===== src/hdl/acs_pkg.sv =====
// Shared constants, types and arithmetic for the conversion sequencer.
// Assumes one 125 MHz clock domain and byte-wide register access.
`default_nettype none
package acs_pkg;
  // ------------------------------------------------------------
  // Sizes
  // ------------------------------------------------------------
  localparam int NCELL = 6;
  localparam int NAUX  = 21;
  // ------------------------------------------------------------
  // Register offsets and fields
  // ------------------------------------------------------------
  localparam logic [7:0] ADDR_CMD    = 8'h00;
  localparam logic [7:0] ADDR_STATUS = 8'h01;
  localparam logic [7:0] ADDR_CELLEN = 8'h02;
  localparam logic [7:0] ADDR_AUXEN0 = 8'h03;
  localparam logic [7:0] ADDR_AUXEN1 = 8'h04;
  localparam logic [7:0] ADDR_AUXEN2 = 8'h05;
  localparam logic [7:0] ADDR_DIAG   = 8'h06;
  localparam logic [7:0] RES_BASE    = 8'h40;
  localparam int CMD_CELL_GO = 0;
  localparam int CMD_AUX_GO  = 1;
  localparam int DIAG_FILT   = 0;
  // Result words: byte address = RES_BASE + 4*word + lane
  localparam logic [5:0] W_CELL_COR = 6'h00;
  localparam logic [5:0] W_CELL_RAW = 6'h06;
  localparam logic [5:0] W_DIE      = 6'h0c;
  localparam logic [5:0] W_AUX      = 6'h10;
  localparam logic [5:0] W_RAW24    = 6'h25;
  localparam logic [5:0] W_LAST     = 6'h26;
  localparam logic [4:0] M_GPIO1_RAW = 5'h15;
  localparam logic [4:0] M_BAT_RAW   = 5'h16;
  // Aux round-robin positions
  localparam logic [4:0] CH_CELL  = 5'h00;
  localparam logic [4:0] CH_BAT   = 5'h01;
  localparam logic [4:0] CH_GPIO1 = 5'h05;
  // ------------------------------------------------------------
  // Reset values, presets, scaling
  // ------------------------------------------------------------
  localparam logic [5:0]  CELLEN_RST = 6'h00;
  localparam logic [20:0] AUXEN_RST  = 21'h00000;
  localparam logic [23:0] PRESET16   = 24'h008000;
  localparam logic [23:0] PRESET24   = 24'h800000;
  localparam int TEMP_SHIFT = 4;
  // Count weights, for software only
  localparam real DIE_LSB_C     = 0.02553;
  localparam real BAT_LSB_MV    = 2.827;
  localparam real AVDD_LSB_UV   = 381.622;
  localparam real COR_LSB_UV    = 190.7349;
  localparam real GPIO1U_LSB_UV = 0.745;
  // ------------------------------------------------------------
  // Types
  // ------------------------------------------------------------
  typedef enum logic [1:0] {
    AUX_IDLE = 2'b00,
    AUX_SEEK = 2'b01,
    AUX_CONV = 2'b10,
    AUX_RAW  = 2'b11
  } acs_aux_state_t;
  typedef struct packed {
    logic [NCELL-1:0]       done;
    logic [NCELL-1:0][23:0] raw;
  } acs_cell_in_t;
  typedef struct packed {
    logic        done;
    logic [15:0] raw;
  } acs_die_in_t;
  typedef struct packed {
    logic        done;
    logic [23:0] raw;
    logic [23:0] filt_raw;
  } acs_aux_in_t;
  typedef struct packed {
    logic [NCELL-1:0] cell_start;
    logic             die_start;
    logic             aux_start;
    logic [4:0]       aux_chan;
  } acs_conv_ctl_t;
  // Temperature correction of a raw reading by the stored die value
  function automatic logic [15:0] acs_correct(input logic [23:0] raw,
                                              input logic [15:0] temp);
    logic [15:0] adj;
    adj = 16'($signed(temp) >>> TEMP_SHIFT);
    return 16'(raw[23:8] - adj);
  endfunction
endpackage
`default_nettype wire


===== src/hdl/acs_result_mem.sv =====
// Result store with byte read port and high-byte snapshot lock.
// Assumes the read data are wanted exactly one cycle after the strobe.
`timescale 1ns/1ns
`default_nettype none
module acs_result_mem #(
  parameter int DW    = 24,
  parameter int AW    = 5,
  parameter int DEPTH = 32
) (
  input  wire logic          clk,
  input  wire logic          reset,
  input  wire logic          we,
  input  wire logic [AW-1:0] waddr,
  input  wire logic [DW-1:0] wdata,
  input  wire logic          re,
  input  wire logic [AW-1:0] raddr,
  input  wire logic [5:0]    key,
  input  wire logic [1:0]    lane,
  input  wire logic          lock,
  input  wire logic          ext_sel,
  input  wire logic [DW-1:0] ext_word,
  input  wire logic          valid,
  input  wire logic [DW-1:0] preset,
  output logic      [7:0]    q
);
  logic [DW-1:0] mem [DEPTH];
  logic [DW-1:0] word;
  logic [DW-1:0] snap_reg;
  logic [5:0]    snap_key_reg;
  logic          snap_ok_reg;

  function automatic logic [7:0] pick(input logic [DW-1:0] w,
                                      input logic [1:0] l);
    logic [31:0] x;
    x = 32'(w);
    return x[8*l +: 8];
  endfunction

  // Storage, no reset: unwritten words are masked by valid
  always_ff @(posedge clk)
  begin
    if (we)
      mem[waddr] <= wdata;
  end

  // Live word, with diagnostic pattern until written
  always_comb
  begin
    word = ext_sel ? ext_word : (valid ? mem[raddr] : preset);
  end

  // Snapshot taken on a high-byte read
  always_ff @(posedge clk or posedge reset)
  begin
    if (reset)
    begin
      snap_reg     <= '0;
      snap_key_reg <= 6'h00;
      snap_ok_reg  <= 1'b0;
    end
    else if (re && lock)
    begin
      snap_reg     <= word;
      snap_key_reg <= key;
      snap_ok_reg  <= 1'b1;
    end
  end

  // Registered read byte; lower bytes come from the snapshot when the last high-byte read was of the same word
  always_ff @(posedge clk or posedge reset)
  begin
    if (reset)
      q <= 8'h00;
    else if (!re)
      q <= 8'h00;
    else if (!lock && snap_ok_reg && snap_key_reg == key)
      q <= pick(snap_reg, lane);
    else
      q <= pick(word, lane);
  end
endmodule // acs_result_mem
`default_nettype wire


===== src/hdl/acs_sequencer.sv =====
// Cell, die temperature and auxiliary conversion sequencing.
// Assumes external converters that answer a start with one done pulse.
`timescale 1ns/1ns
`default_nettype none
module acs_sequencer (
  input  wire logic                  clk,
  input  wire logic                  reset,
  input  wire logic [7:0]            addr,
  input  wire logic [7:0]            wdata,
  input  wire logic                  wr,
  input  wire logic                  rd,
  output logic      [7:0]            rdata,
  input  wire acs_pkg::acs_cell_in_t cell_in,
  input  wire acs_pkg::acs_die_in_t  die_in,
  input  wire acs_pkg::acs_aux_in_t  aux_in,
  output acs_pkg::acs_conv_ctl_t     ctl
);
  localparam int NC = acs_pkg::NCELL;

  logic [NC-1:0]        cell_en_reg;
  logic [20:0]          aux_en_reg;
  logic                 filt_sel_reg;
  logic [NC-1:0]        cell_run_reg;
  logic [NC-1:0]        cell_valid_reg;
  logic [NC-1:0]        go_mask_reg;
  logic                 die_run_reg;
  logic                 die_valid_reg;
  logic                 cell_act_reg;
  logic                 cell_rdy_reg;
  logic [15:0]          die_temp_reg;
  logic [NC-1:0][23:0]  cell_raw_reg;
  logic [NC-1:0][15:0]  cell_cor_reg;
  acs_pkg::acs_aux_state_t aux_state_reg;
  logic [4:0]           aux_ptr_reg;
  logic [4:0]           aux_chan_reg;
  logic                 aux_act_reg;
  logic                 aux_rdy_reg;
  logic [22:0]          aux_valid_reg;
  logic [23:0]          raw_hold_reg;
  logic                 go_cell;
  logic                 go_aux;
  logic [NC-1:0]        cell_fin;
  logic                 die_fin;
  logic                 cell_busy_next;
  logic [5:0]           nx;
  logic                 aux_raw_ch;
  logic [4:0]           raw_idx;
  logic [15:0]          aux_cor;
  logic                 mem_we;
  logic [4:0]           mem_waddr;
  logic [23:0]          mem_wdata;
  logic [7:0]           off;
  logic [5:0]           rword;
  logic [4:0]           mi;
  logic [1:0]           rlane;
  logic                 rlock;
  logic                 ext_sel;
  logic [23:0]          ext_word;
  logic                 rvalid;
  logic [23:0]          rpreset;
  logic [7:0]           reg_byte;

  // First enabled aux channel at or above a position; bit 5 = none
  function automatic logic [5:0] next_en(input logic [20:0] m,
                                         input logic [4:0] from);
    logic [5:0] r;
    r = 6'h20;
    for (int i = 20; i >= 0; i--)
      if (m[i] && 5'(i) >= from)
        r = {1'b0, 5'(i)};
    return r;
  endfunction

  // ------------------------------------------------------------
  // Command decode
  // ------------------------------------------------------------
  always_comb
  begin
    go_cell = wr && addr == acs_pkg::ADDR_CMD
              && wdata[acs_pkg::CMD_CELL_GO];
    go_aux  = wr && addr == acs_pkg::ADDR_CMD
              && wdata[acs_pkg::CMD_AUX_GO];
  end

  // Enables and diagnostic control; settling is the host's job
  always_ff @(posedge clk or posedge reset)
  begin
    if (reset)
    begin
      cell_en_reg  <= acs_pkg::CELLEN_RST;
      aux_en_reg   <= acs_pkg::AUXEN_RST;
      filt_sel_reg <= 1'b0;
    end
    else if (wr)
    begin
      case (addr)
        acs_pkg::ADDR_CELLEN: cell_en_reg <= wdata[NC-1:0];
        acs_pkg::ADDR_AUXEN0: aux_en_reg[7:0] <= wdata;
        acs_pkg::ADDR_AUXEN1: aux_en_reg[15:8] <= wdata;
        acs_pkg::ADDR_AUXEN2: aux_en_reg[20:16] <= wdata[4:0];
        acs_pkg::ADDR_DIAG:   filt_sel_reg <= wdata[acs_pkg::DIAG_FILT];
        default: ;
      endcase
    end
  end

  // ------------------------------------------------------------
  // Cell and die converters
  // ------------------------------------------------------------
  // A done beside a start pulse belongs to the aborted run
  always_comb
  begin
    cell_fin       = cell_run_reg & cell_in.done & ~ctl.cell_start;
    die_fin        = die_run_reg && die_in.done && !ctl.die_start;
    cell_busy_next = |(cell_run_reg & ~cell_fin)
                     || (die_run_reg && !die_fin);
  end

  // Run, valid and flag tracking; a start wins over any done
  always_ff @(posedge clk or posedge reset)
  begin
    if (reset)
    begin
      cell_run_reg   <= '0;
      cell_valid_reg <= '0;
      go_mask_reg    <= '0;
      die_run_reg    <= 1'b0;
      die_valid_reg  <= 1'b0;
      cell_act_reg   <= 1'b0;
      cell_rdy_reg   <= 1'b0;
    end
    else if (go_cell)
    begin
      cell_run_reg   <= cell_en_reg;
      go_mask_reg    <= cell_en_reg;
      die_run_reg    <= 1'b1;
      cell_valid_reg <= '0;
      die_valid_reg  <= 1'b0;
      cell_act_reg   <= 1'b1;
      cell_rdy_reg   <= 1'b0;
    end
    else
    begin
      cell_run_reg   <= cell_run_reg & ~cell_fin;
      cell_valid_reg <= cell_valid_reg | cell_fin;
      die_run_reg    <= die_run_reg && !die_fin;
      if (die_fin)
        die_valid_reg <= 1'b1;
      cell_act_reg   <= cell_busy_next;
      if (cell_act_reg && !cell_busy_next)
        cell_rdy_reg <= 1'b1;
    end
  end

  // Per-channel results, written as each converter finishes
  always_ff @(posedge clk or posedge reset)
  begin
    if (reset)
    begin
      cell_raw_reg <= '0;
      cell_cor_reg <= '0;
      die_temp_reg <= 16'h0000;
    end
    else if (!go_cell)
    begin
      for (int i = 0; i < NC; i++)
        if (cell_fin[i])
        begin
          cell_raw_reg[i] <= cell_in.raw[i];
          cell_cor_reg[i] <= acs_pkg::acs_correct(cell_in.raw[i],
                                                  die_temp_reg);
        end
      if (die_fin)
        die_temp_reg <= die_in.raw;
    end
  end

  // ------------------------------------------------------------
  // Auxiliary round-robin
  // ------------------------------------------------------------
  always_comb
  begin
    nx         = next_en(aux_en_reg, aux_ptr_reg);
    aux_raw_ch = aux_chan_reg == acs_pkg::CH_GPIO1
                 || aux_chan_reg == acs_pkg::CH_BAT;
    raw_idx    = aux_chan_reg == acs_pkg::CH_GPIO1 ?
                 acs_pkg::M_GPIO1_RAW : acs_pkg::M_BAT_RAW;
    // Stale temperature if no cell pass ran alongside
    aux_cor    = acs_pkg::acs_correct(aux_in.raw, die_temp_reg);
    if (aux_chan_reg == acs_pkg::CH_CELL)
      aux_cor = {aux_cor[15], aux_cor[15:1]};
  end

  // Pass control; a start at any point restarts from the top
  always_ff @(posedge clk or posedge reset)
  begin
    if (reset)
    begin
      aux_state_reg <= acs_pkg::AUX_IDLE;
      aux_ptr_reg   <= 5'h00;
      aux_chan_reg  <= 5'h00;
      aux_act_reg   <= 1'b0;
      aux_rdy_reg   <= 1'b0;
      aux_valid_reg <= '0;
      raw_hold_reg  <= 24'h000000;
    end
    else if (go_aux)
    begin
      aux_state_reg <= acs_pkg::AUX_SEEK;
      aux_ptr_reg   <= 5'h00;
      aux_act_reg   <= 1'b1;
      aux_rdy_reg   <= 1'b0;
      aux_valid_reg <= '0;
    end
    else
    begin
      case (aux_state_reg)
        acs_pkg::AUX_IDLE: ;
        acs_pkg::AUX_SEEK:
          if (nx[5])
          begin
            aux_state_reg <= acs_pkg::AUX_IDLE;
            aux_act_reg   <= 1'b0;
            aux_rdy_reg   <= 1'b1;
          end
          else
          begin
            aux_chan_reg  <= nx[4:0];
            aux_state_reg <= acs_pkg::AUX_CONV;
          end
        acs_pkg::AUX_CONV:
          if (aux_in.done && !ctl.aux_start)
          begin
            aux_valid_reg[aux_chan_reg] <= 1'b1;
            raw_hold_reg <= (aux_chan_reg == acs_pkg::CH_GPIO1
                             && filt_sel_reg) ?
                            aux_in.filt_raw : aux_in.raw;
            if (aux_raw_ch)
              aux_state_reg <= acs_pkg::AUX_RAW;
            else
            begin
              aux_ptr_reg   <= aux_chan_reg + 5'h01;
              aux_state_reg <= acs_pkg::AUX_SEEK;
            end
          end
        acs_pkg::AUX_RAW:
        begin
          aux_valid_reg[raw_idx] <= 1'b1;
          aux_ptr_reg   <= aux_chan_reg + 5'h01;
          aux_state_reg <= acs_pkg::AUX_SEEK;
        end
        default: aux_state_reg <= acs_pkg::AUX_IDLE;
      endcase
    end
  end

  // Converter start pulses, all from flops
  always_ff @(posedge clk or posedge reset)
  begin
    if (reset)
      ctl <= '0;
    else
    begin
      ctl.cell_start <= go_cell ? cell_en_reg : '0;
      ctl.die_start  <= go_cell;
      ctl.aux_start  <= !go_aux && aux_state_reg == acs_pkg::AUX_SEEK
                        && !nx[5];
      if (!go_aux && aux_state_reg == acs_pkg::AUX_SEEK && !nx[5])
        ctl.aux_chan <= nx[4:0];
    end
  end

  // ------------------------------------------------------------
  // Result storage and register reads
  // ------------------------------------------------------------
  always_comb
  begin
    mem_we    = !go_aux && ((aux_state_reg == acs_pkg::AUX_CONV
                             && aux_in.done && !ctl.aux_start)
                            || aux_state_reg == acs_pkg::AUX_RAW);
    mem_waddr = aux_state_reg == acs_pkg::AUX_RAW ? raw_idx : aux_chan_reg;
    mem_wdata = aux_state_reg == acs_pkg::AUX_RAW ?
                raw_hold_reg : {8'h00, aux_cor};
  end

  // Control-space byte
  always_comb
  begin
    case (addr)
      acs_pkg::ADDR_STATUS: reg_byte = {4'h0, aux_rdy_reg, cell_rdy_reg,
                                        aux_act_reg, cell_act_reg};
      acs_pkg::ADDR_CELLEN: reg_byte = 8'(cell_en_reg);
      acs_pkg::ADDR_AUXEN0: reg_byte = aux_en_reg[7:0];
      acs_pkg::ADDR_AUXEN1: reg_byte = aux_en_reg[15:8];
      acs_pkg::ADDR_AUXEN2: reg_byte = {3'h0, aux_en_reg[20:16]};
      acs_pkg::ADDR_DIAG:   reg_byte = {7'h00, filt_sel_reg};
      default:              reg_byte = 8'h00;
    endcase
  end

  // Result-space decode; unmapped reads return zero
  always_comb
  begin
    off      = addr - acs_pkg::RES_BASE;
    rword    = off[7:2];
    mi       = 5'(rword - acs_pkg::W_AUX);
    rlane    = off[1:0];
    ext_sel  = 1'b1;
    ext_word = 24'h000000;
    rvalid   = 1'b0;
    rpreset  = acs_pkg::PRESET16;
    rlock    = 1'b0;
    if (addr < acs_pkg::RES_BASE)
    begin
      rlane    = 2'h0;
      ext_word = {16'h0000, reg_byte};
    end
    else if (rword < acs_pkg::W_CELL_RAW)
    begin
      ext_word = cell_valid_reg[rword[2:0]] ?
                 {8'h00, cell_cor_reg[rword[2:0]]} :
                 acs_pkg::PRESET16;
      rlock    = rlane == 2'h1;
    end
    else if (rword < acs_pkg::W_DIE)
    begin
      ext_word = cell_valid_reg[3'(rword - acs_pkg::W_CELL_RAW)] ?
                 cell_raw_reg[3'(rword - acs_pkg::W_CELL_RAW)] :
                 acs_pkg::PRESET24;
      rlock    = rlane == 2'h2;
    end
    else if (rword == acs_pkg::W_DIE)
    begin
      ext_word = die_valid_reg ? {8'h00, die_temp_reg} :
                 acs_pkg::PRESET16;
      rlock    = rlane == 2'h1;
    end
    else if (rword >= acs_pkg::W_AUX && rword <= acs_pkg::W_LAST)
    begin
      ext_sel = 1'b0;
      rvalid  = aux_valid_reg[mi];
      if (rword >= acs_pkg::W_RAW24)
      begin
        rpreset = acs_pkg::PRESET24;
        rlock   = rlane == 2'h2;
      end
      else
        rlock = rlane == 2'h1;
    end
  end

  acs_result_mem #(
    .DW    (24),
    .AW    (5),
    .DEPTH (32)
  ) u_mem (
    .clk      (clk),
    .reset    (reset),
    .we       (mem_we),
    .waddr    (mem_waddr),
    .wdata    (mem_wdata),
    .re       (rd),
    .raddr    (mi),
    .key      (rword),
    .lane     (rlane),
    .lock     (rlock),
    .ext_sel  (ext_sel),
    .ext_word (ext_word),
    .valid    (rvalid),
    .preset   (rpreset),
    .q        (rdata)
  );

  // ------------------------------------------------------------
  // Checks
  // ------------------------------------------------------------
  property p_cell_start;
    @(posedge clk) disable iff (reset)
    go_cell |=> ctl.cell_start == $past(cell_en_reg) && ctl.die_start;
  endproperty
  a_cell_start: assert property (p_cell_start)
    else $error("cell start pulse does not match enables");

  property p_cell_store;
    @(posedge clk) disable iff (reset)
    (cell_fin[0] && !go_cell) |=> cell_valid_reg[0]
      && cell_raw_reg[0] == $past(cell_in.raw[0]);
  endproperty
  a_cell_store: assert property (p_cell_store)
    else $error("finished cell result not stored");

  property p_cell_ready;
    @(posedge clk) disable iff (reset)
    $rose(cell_rdy_reg) |-> !cell_act_reg && cell_run_reg == '0
      && (cell_valid_reg & go_mask_reg) == go_mask_reg;
  endproperty
  a_cell_ready: assert property (p_cell_ready)
    else $error("cell ready before results stored");

  property p_preset;
    @(posedge clk) disable iff (reset)
    go_cell |=> cell_valid_reg == '0 && !die_valid_reg;
  endproperty
  a_preset: assert property (p_preset)
    else $error("start did not preset cell results");

  property p_rdy_clear;
    @(posedge clk) disable iff (reset)
    (go_cell || go_aux) |=> !(($past(go_cell) && cell_rdy_reg)
      || ($past(go_aux) && aux_rdy_reg));
  endproperty
  a_rdy_clear: assert property (p_rdy_clear)
    else $error("ready flag not cleared by start");

  property p_aux_restart;
    @(posedge clk) disable iff (reset)
    go_aux |=> aux_state_reg == acs_pkg::AUX_SEEK
      && aux_ptr_reg == 5'h00 && aux_valid_reg == '0 ##1 !ctl.aux_start
      || ctl.aux_chan == $past(nx[4:0]);
  endproperty
  a_aux_restart: assert property (p_aux_restart)
    else $error("aux start did not restart the pass");

  property p_aux_single;
    @(posedge clk) disable iff (reset)
    (aux_state_reg == acs_pkg::AUX_SEEK && nx[5] && !go_aux)
      |=> aux_state_reg == acs_pkg::AUX_IDLE ##1
          (aux_state_reg == acs_pkg::AUX_IDLE || $past(go_aux));
  endproperty
  a_aux_single: assert property (p_aux_single)
    else $error("aux pass did not stop");

  property p_aux_ready;
    @(posedge clk) disable iff (reset)
    $rose(aux_rdy_reg) |-> !aux_act_reg
      && aux_state_reg == acs_pkg::AUX_IDLE;
  endproperty
  a_aux_ready: assert property (p_aux_ready)
    else $error("aux ready while converter active");
endmodule // acs_sequencer
`default_nettype wire


===== config.mk =====
export PLATFORM = sky130hd
export DESIGN_NAME = acs_sequencer
export DESIGN_NICKNAME = d
export VERILOG_FILES = /design/src/hdl/acs_pkg.sv /design/src/hdl/acs_result_mem.sv /design/src/hdl/acs_sequencer.sv
export SDC_FILE = /design/constraint.sdc
export NUM_CORES = 2
export LEC_CHECK = 0
export BUFFER_PORTS_ARGS = -buffer_cell sky130_fd_sc_hd__buf_2
export CORE_MARGIN = 5
export CORE_UTILIZATION = 52
export DETAILED_ROUTE_END_ITERATION = 16
export PLACE_DENSITY = 0.69
export SLEW_MARGIN = 20
export SYNTH_ARGS = -nofsm -noshare
export SYNTH_HDL_FRONTEND = slang
export SYNTH_SLANG_ARGS = --single-unit

===== constraint.sdc =====
create_clock -name clk -period 16.9 [get_ports clk]
set_input_delay 2.535 -clock clk [delete_from_list [all_inputs] [get_ports clk]]
set_output_delay 2.535 -clock clk [all_outputs]
set_load 0.005 [all_outputs]

Yosys cells after proc, flatten, opt, wreduce, memory -nomap -nowiden
Memory sizes are Yosys's and may differ from the RTL's.
Cells that the tools add are included.
W data, S select, Z words.
- $lt $le $gt $ge: 34
- muxes and demuxes: 104
- reductions and logical operators: 78
- equal/unequal tests: 17
- add/subtract/negate cells: 11
- bitwise operators: 11
- shifts and indexed selects: 2
- operator list (operator ; number):
    $mux W24 ; 15
    $mux W6 ; 24
    $sub A16 B16 Y16 ; 7
    $bmux W24 S3 ; 1
    $mux W16 ; 4
    $shiftx A32 B6 Y8 ; 2
    $bmux W16 S3 ; 1
    $pmux W8 S6 ; 1
    $mux W23 ; 2
    $or A23 B23 Y23 ; 2
    $pmux W23 S2 ; 1
    $logic_and A1 B1 Y1 ; 41
    $ge A4 B5 Y1 const A ; 8
    $mux W1 ; 35
    $reduce_and A2 Y1 ; 15
    $ge A5 B5 Y1 const A ; 5
    $eq A8 B3 Y1 const B ; 3
    $ge A3 B5 Y1 const A ; 4
    $mux W5 ; 4
    $and A6 B6 Y6 ; 3
    $lt A5 B6 Y1 const B ; 3
    $eq A8 B2 Y1 const B ; 2
    $mux W8 ; 2
    $mux W15 ; 1
    40 further kinds ; 71
- input bits: 236
- memories kept: 1
- output and inout port bits: 21
- bits in writable memories: 768
- flip-flop bits (word level): 413
- word-level logic and storage cells: 297
- memories (name ; depth ; width ; rd ports ; clocked after memory_dff ; write ports ; RTL line ; RTL):
    u_mem.mem ; 32 ; 24 ; 1 ; 0 ; 1 ; acs_result_mem.sv:26 ; logic [DW-1:0] mem [DEPTH];

Longest topological paths before layout
- word-level depth: 26
- gate-level depth with buffers: 14
- gate-level depth less buffers: 11

Cells and area by module
Synthesis repeated with hierarchy kept, for this count alone.
- cells, all modules: 4012
- area total of the unflattened synthesis: 54765.0 µm²
- modules (own cells, without submodules) (module ; seq. area each (µm²) ; area each (µm²) ; cells an instance ; times used):
    acs_result_mem ; 24038.1 ; 32025.7 ; 1689 ; 1
    acs_sequencer ; 9359.0 ; 22739.3 ; 2323 ; 1

Least setup slack after synthesis
No wires, ideal clock.
- path type: input -> register
- start: input port addr[6]
- end: memory u_mem.mem[24][0], enable pin
- data required time: 16.495 ns
- data arrival time: 5.746 ns
- buffers on the path: 3
- stages: 11
- setup time: 0.405 ns
- path slack: 10.749 ns
- cells stage by stage: clkbuf_1 clkinv_1 clkbuf_1 ha_1 nand2b_1 nor4_2 buf_2 and4_1 nor2_1 nand4_1 nor2_1
- word-level cells in the longest chain between the ends: 7
- RTL lines (item ; RTL line ; RTL):
    start: declaration ; acs_sequencer.sv:8 ; input wire logic [7:0] addr,
    $logic_not A8 Y1 ; acs_sequencer.sv:81 ; go_aux = wr && addr == acs_pkg::ADDR_CMD
    $logic_and A1 B1 Y1 ; acs_sequencer.sv:81 ;
    $logic_and A1 B1 Y1 ; acs_sequencer.sv:82 ; && wdata[acs_pkg::CMD_AUX_GO];
    $logic_not A1 Y1 ; acs_sequencer.sv:278 ; mem_we = !go_aux && ((aux_state_reg == acs_pkg::AUX_CONV
    $logic_and A1 B1 Y1 ; acs_sequencer.sv:278 ;
    $mux W1 ; acs_result_mem.sv:42 ; if (we)
    $mux W1 (implied by the code) ; acs_result_mem.sv:43 ; mem[waddr] <= wdata;
    end: declaration ; acs_result_mem.sv:26 ;
No other way between the ends.

Worst setup path in the final report
- start: input port addr[2]
- end: register u_mem.q[6]
- word-level cells in the longest chain between the ends: 14
- elaborated cells on any way between the ends: 67
- classes of those cells: add/sub (3); order compare (6); eq/ne (8); shift (2); mux (43); reduce/logical (4); memory (1)
- RTL lines (item ; RTL line ; RTL):
    $sub A8 B7 Y8 ; acs_sequencer.sv:304 ; off = addr - acs_pkg::RES_BASE;
    $sub A5 B5 Y5 ; acs_sequencer.sv:306 ; mi = 5'(rword - acs_pkg::W_AUX);
    $bmux W1 S5 ; acs_sequencer.sv:341 ; rvalid = aux_valid_reg[mi];
    $mux W1 (implied by the code) ; acs_sequencer.sv:341 ;
    $mux W1 ; acs_sequencer.sv:338 ; else if (rword >= acs_pkg::W_AUX && rword <= acs_pkg::W_LAST)
    $mux W1 ; acs_sequencer.sv:332 ; else if (rword == acs_pkg::W_DIE)
    $mux W1 ; acs_sequencer.sv:325 ; else if (rword < acs_pkg::W_DIE)
    $mux W1 ; acs_sequencer.sv:318 ; else if (rword < acs_pkg::W_CELL_RAW)
    $mux W1 ; acs_sequencer.sv:313 ; if (addr < acs_pkg::RES_BASE)
    $mux W24 (2 in series) ; acs_result_mem.sv:49 ; word = ext_sel ? ext_word : (valid ? mem[raddr] : preset);
    $shiftx A32 B6 Y8 ; acs_result_mem.sv:36 ; return x[8*l +: 8];
    $mux W8 * ; acs_result_mem.sv:76 ; else if (!lock && snap_ok_reg && snap_key_reg == key)
    $mux W8 * ; acs_result_mem.sv:74 ; else if (!re)
    end signal: assignment ; acs_result_mem.sv:77 ; q <= pick(snap_reg, lane);
    end signal: assignment ; acs_result_mem.sv:79 ; q <= pick(word, lane);
    end: declaration ; acs_result_mem.sv:24 ; output logic [7:0] q
Mark *: on every way between the ends. The rest lies on a longest branch, timed or not. The select of a mux whose other input is x is not followed.
A chain may end at the register's enable or synchronous reset.

==> metrics.txt <==
LEAKAGE 0.0248 uW; Buffers on Ports 256; Synth Area in XOR/XNOR 1.17%; pwr dens 117 nW/um^2; compound-gate portion of the synthesized area 7.11%; First-pass DRT Iterations 5; final hold violation count 0; Setup CP Type primary input to flop; Yosys cell types 85; combinational power share 14.3%; Peak VDD IR 102 uV; Die X 334 um; ys async rst share 35.0%; Num CTS Buffers 118; core outline area 104000 um^2; GRT Overall Usage 27.9%; final hold slack 0.472 ns; Synth Area in Adders 2.90%; hold-fix buffers at CTS 0; post-CTS setup buffer count 0; vias in the first global route 34.3k; GRT met1 Usage 38.1%; GRT Max-Usage Layer met2; CTS tree done; gr ovfl total 0; worst-path maximum fanout 60; cts repair resizes 0; DP Area 57400 um^2; type of destination of the critical path flop; io pins 257; Worst Skew 0.0532 ns; endpoints failing setup 0; Psw 1960 uW; Seq/Total Area, Yosys 61.2%; Hold Crit Class flop to flop; Net Sw Frac 27.1%; worst-skew pair later-pin latency 0.74 ns; Mean Syn Cell Area 13.8 um^2; internal power 5260 uW; outcome finished, final reports clean; actual slew at the worst max-slew pin 1.14 ns; fin crit share 41.9%; Fillers 7999; clk root buf clkbuf_16; storage element area 33400 um^2; Sequential Power Share 48.7%; final wirelength 158000 um; post-layout instance count excluding filler cells 5681; RSZ-0062 raised after global routing false; largest family of logic cells by synthesized area multiplexers; synthesis-to-layout area growth 12.6%; startpoint types primary input; Post-synth EDFFs 768; Multi-input gate area 20200 um^2; min Tclk post-route 7.08 ns; relative slew slack 23.7%; vias after detailed routing 35.3k; Via-to-Cell Ratio 6.22; Rows 118; initial antenna violation count 7; GR Layer Usage met2 44.3%; H-tree depth 3; Mapped Area 54500 um^2; DIE AREA 111000 um^2; yosys warns 0; FF+latch count, synth 1181; Highest Clock Rate 141 MHz; chip height 334 um; layout cells sized above 1 21.7%; mux contribution to synthesized area 15.4%; CTS sink count 1181; Nets 4556; Max-Cap Viols 0; worst path arrival time 7.69 ns; Required @ worst endpoint 17.50 ns; final instance area 61400 um^2; CTS Buffer Depth 3; clock share of power 37.0%; Main synth FF type edfxtp_1; drt first-iter violations 3990; met3 GRT Util 5.40%; hpwl dp 107000 um; max reg flops 768; gpl congestion 0.944; Starting Density 52.5%; Syn Inst Count 3955; clock slew at reported path FFs 0.06 ns; syn nets 4313; DR WL/cell 27.8 um; setup TNS 0 ns; antenna viol nets, final 0; first-pass GRT wire length 231000 um; Inst Count DP 5455; fin util 59.2%; Post-Synth Simple-Gate Area 9.78%; drt drc 0; Slew Limit Fails 0; largest net degree at the start of global routing 136
[final cells by class]
class / count / share of cell area [%]
diodes: 4 / 0.0163
clock buffers: 159 / 5.24
inverters: 67 / 0.426
multi-input cells: 2510 / 33.0
well taps: 1380 / 2.81
repair buffers: 320 / 3.01
clock inverters: 60 / 1.17
flip-flops and latches: 1181 / 54.4
[per-stage QoR]
stage               worst slack, ns  total power, uW
detailed placement             9.00             4580
CTS                            9.79             7230
floorplan                      2.87             4130
global route                   9.53             7460
global placement               9.05             4560
finish                         9.82             7220
[logic make-up after synthesis]
group,count (synthesis)
and+or+nand+nor,1209
DFF,1181
AOI/OAI and AO/OA,610
muxes,496
buffers and inverters,264
adders and majority gates,122
xor gates and xnor gates,73
[metal layers]
metal | vias to the layer above | wire length (um)
met5 | - | 0
met4 | 0 | 8260
met3 | 304 | 13700
met2 | 1715 | 74700
met1 | 17900 | 61300
li1 | 15400 | -
[power by group through the flow]
stage | Sequential, uW | Clock, uW | Combinational [uW]
2_1_floorplan | 3520 | 0 | 612
3_3_place_gp | 3570 | 0 | 992
3_5_place_dp | 3570 | 0 | 1010
4_1_cts | 3510 | 2700 | 1020
5_1_grt | 3520 | 2830 | 1110
6_report | 3520 | 2670 | 1030
[cells in the mapped netlist, types with 12 or more instances]
cell type	n	area [um^2]
ha_1	115	1440
buf_6	18	203
nand4_1	12	75.1
a22oi_1	13	97.6
a21oi_1	143	716
or3_1	22	138
a21boi_0	13	97.6
mux2i_1	168	1680
dfrtp_1	413	10300
nor2b_1	27	169
o21a_1	22	165
buf_4	19	143
nor2_1	205	769
a211oi_1	37	278
buf_2	58	290
clkbuf_1	92	345
mux4_2	265	5970
mux2_2	62	698
xnor2_1	29	254
o22ai_1	13	81.3
o31ai_1	25	188
nor3b_1	18	135
o211ai_1	13	97.6
o21ai_0	187	936
nor3_1	45	225
nand2_1	675	2530
a31oi_1	18	113
xor2_1	44	385
and3_1	30	188
nand2b_1	24	150
and2_1	26	163
or2_2	25	156
nand3_1	65	325
a21o_1	23	173
edfxtp_1	768	23100
inv_1	64	240
a211o_1	12	105
[placed cells by master, fill, tap and decap left out, drive strengths merged, types with 27 or more instances in the layout]
cell and n:
dfrtp 413, a211oi 37, xnor2 29, inv 66, a21oi 143, nand3 65, o21ai 194, buf 319
nand2 675, and2 27, mux4 266, nor2b 27, edfxtp 768, clkbuf 160, mux2i 168, nor3 45
xor2 44, nor2 205, clkinv 43, ha 115, mux2 62, and3 30
[worst max-delay path, cell delays in order]
cell,delay [ns]
buf_8,0.44
buf_4,0.66
buf_4,0.82
buf_4,0.81
mux4_2,0.60
mux4_2,0.53
mux2i_1,0.33
o22ai_1,0.17
nor2_1,0.16
a211oi_1,0.07
or3_1,0.37
[worst paths after layout]
check | startpoint | endpoint | slack (ns) | depth (start not counted)
worst max register to register | die_temp_reg[5] | u_mem.mem[20][12] | 11.86 | 10
worst min-delay path | cell_raw_reg[1] | cell_raw_reg[1] | 0.47 | 2
min in group asynchronous | reset | cell_raw_reg[92] | 1.93 | 2
max in group asynchronous | reset | raw_hold_reg[5] | 12.88 | 4
worst min register to register | cell_raw_reg[1] | cell_raw_reg[1] | 0.47 | 2
worst max-delay path | addr[2] | u_mem.q[6] | 9.82 | 11
(Power assumes the default switching activity.)
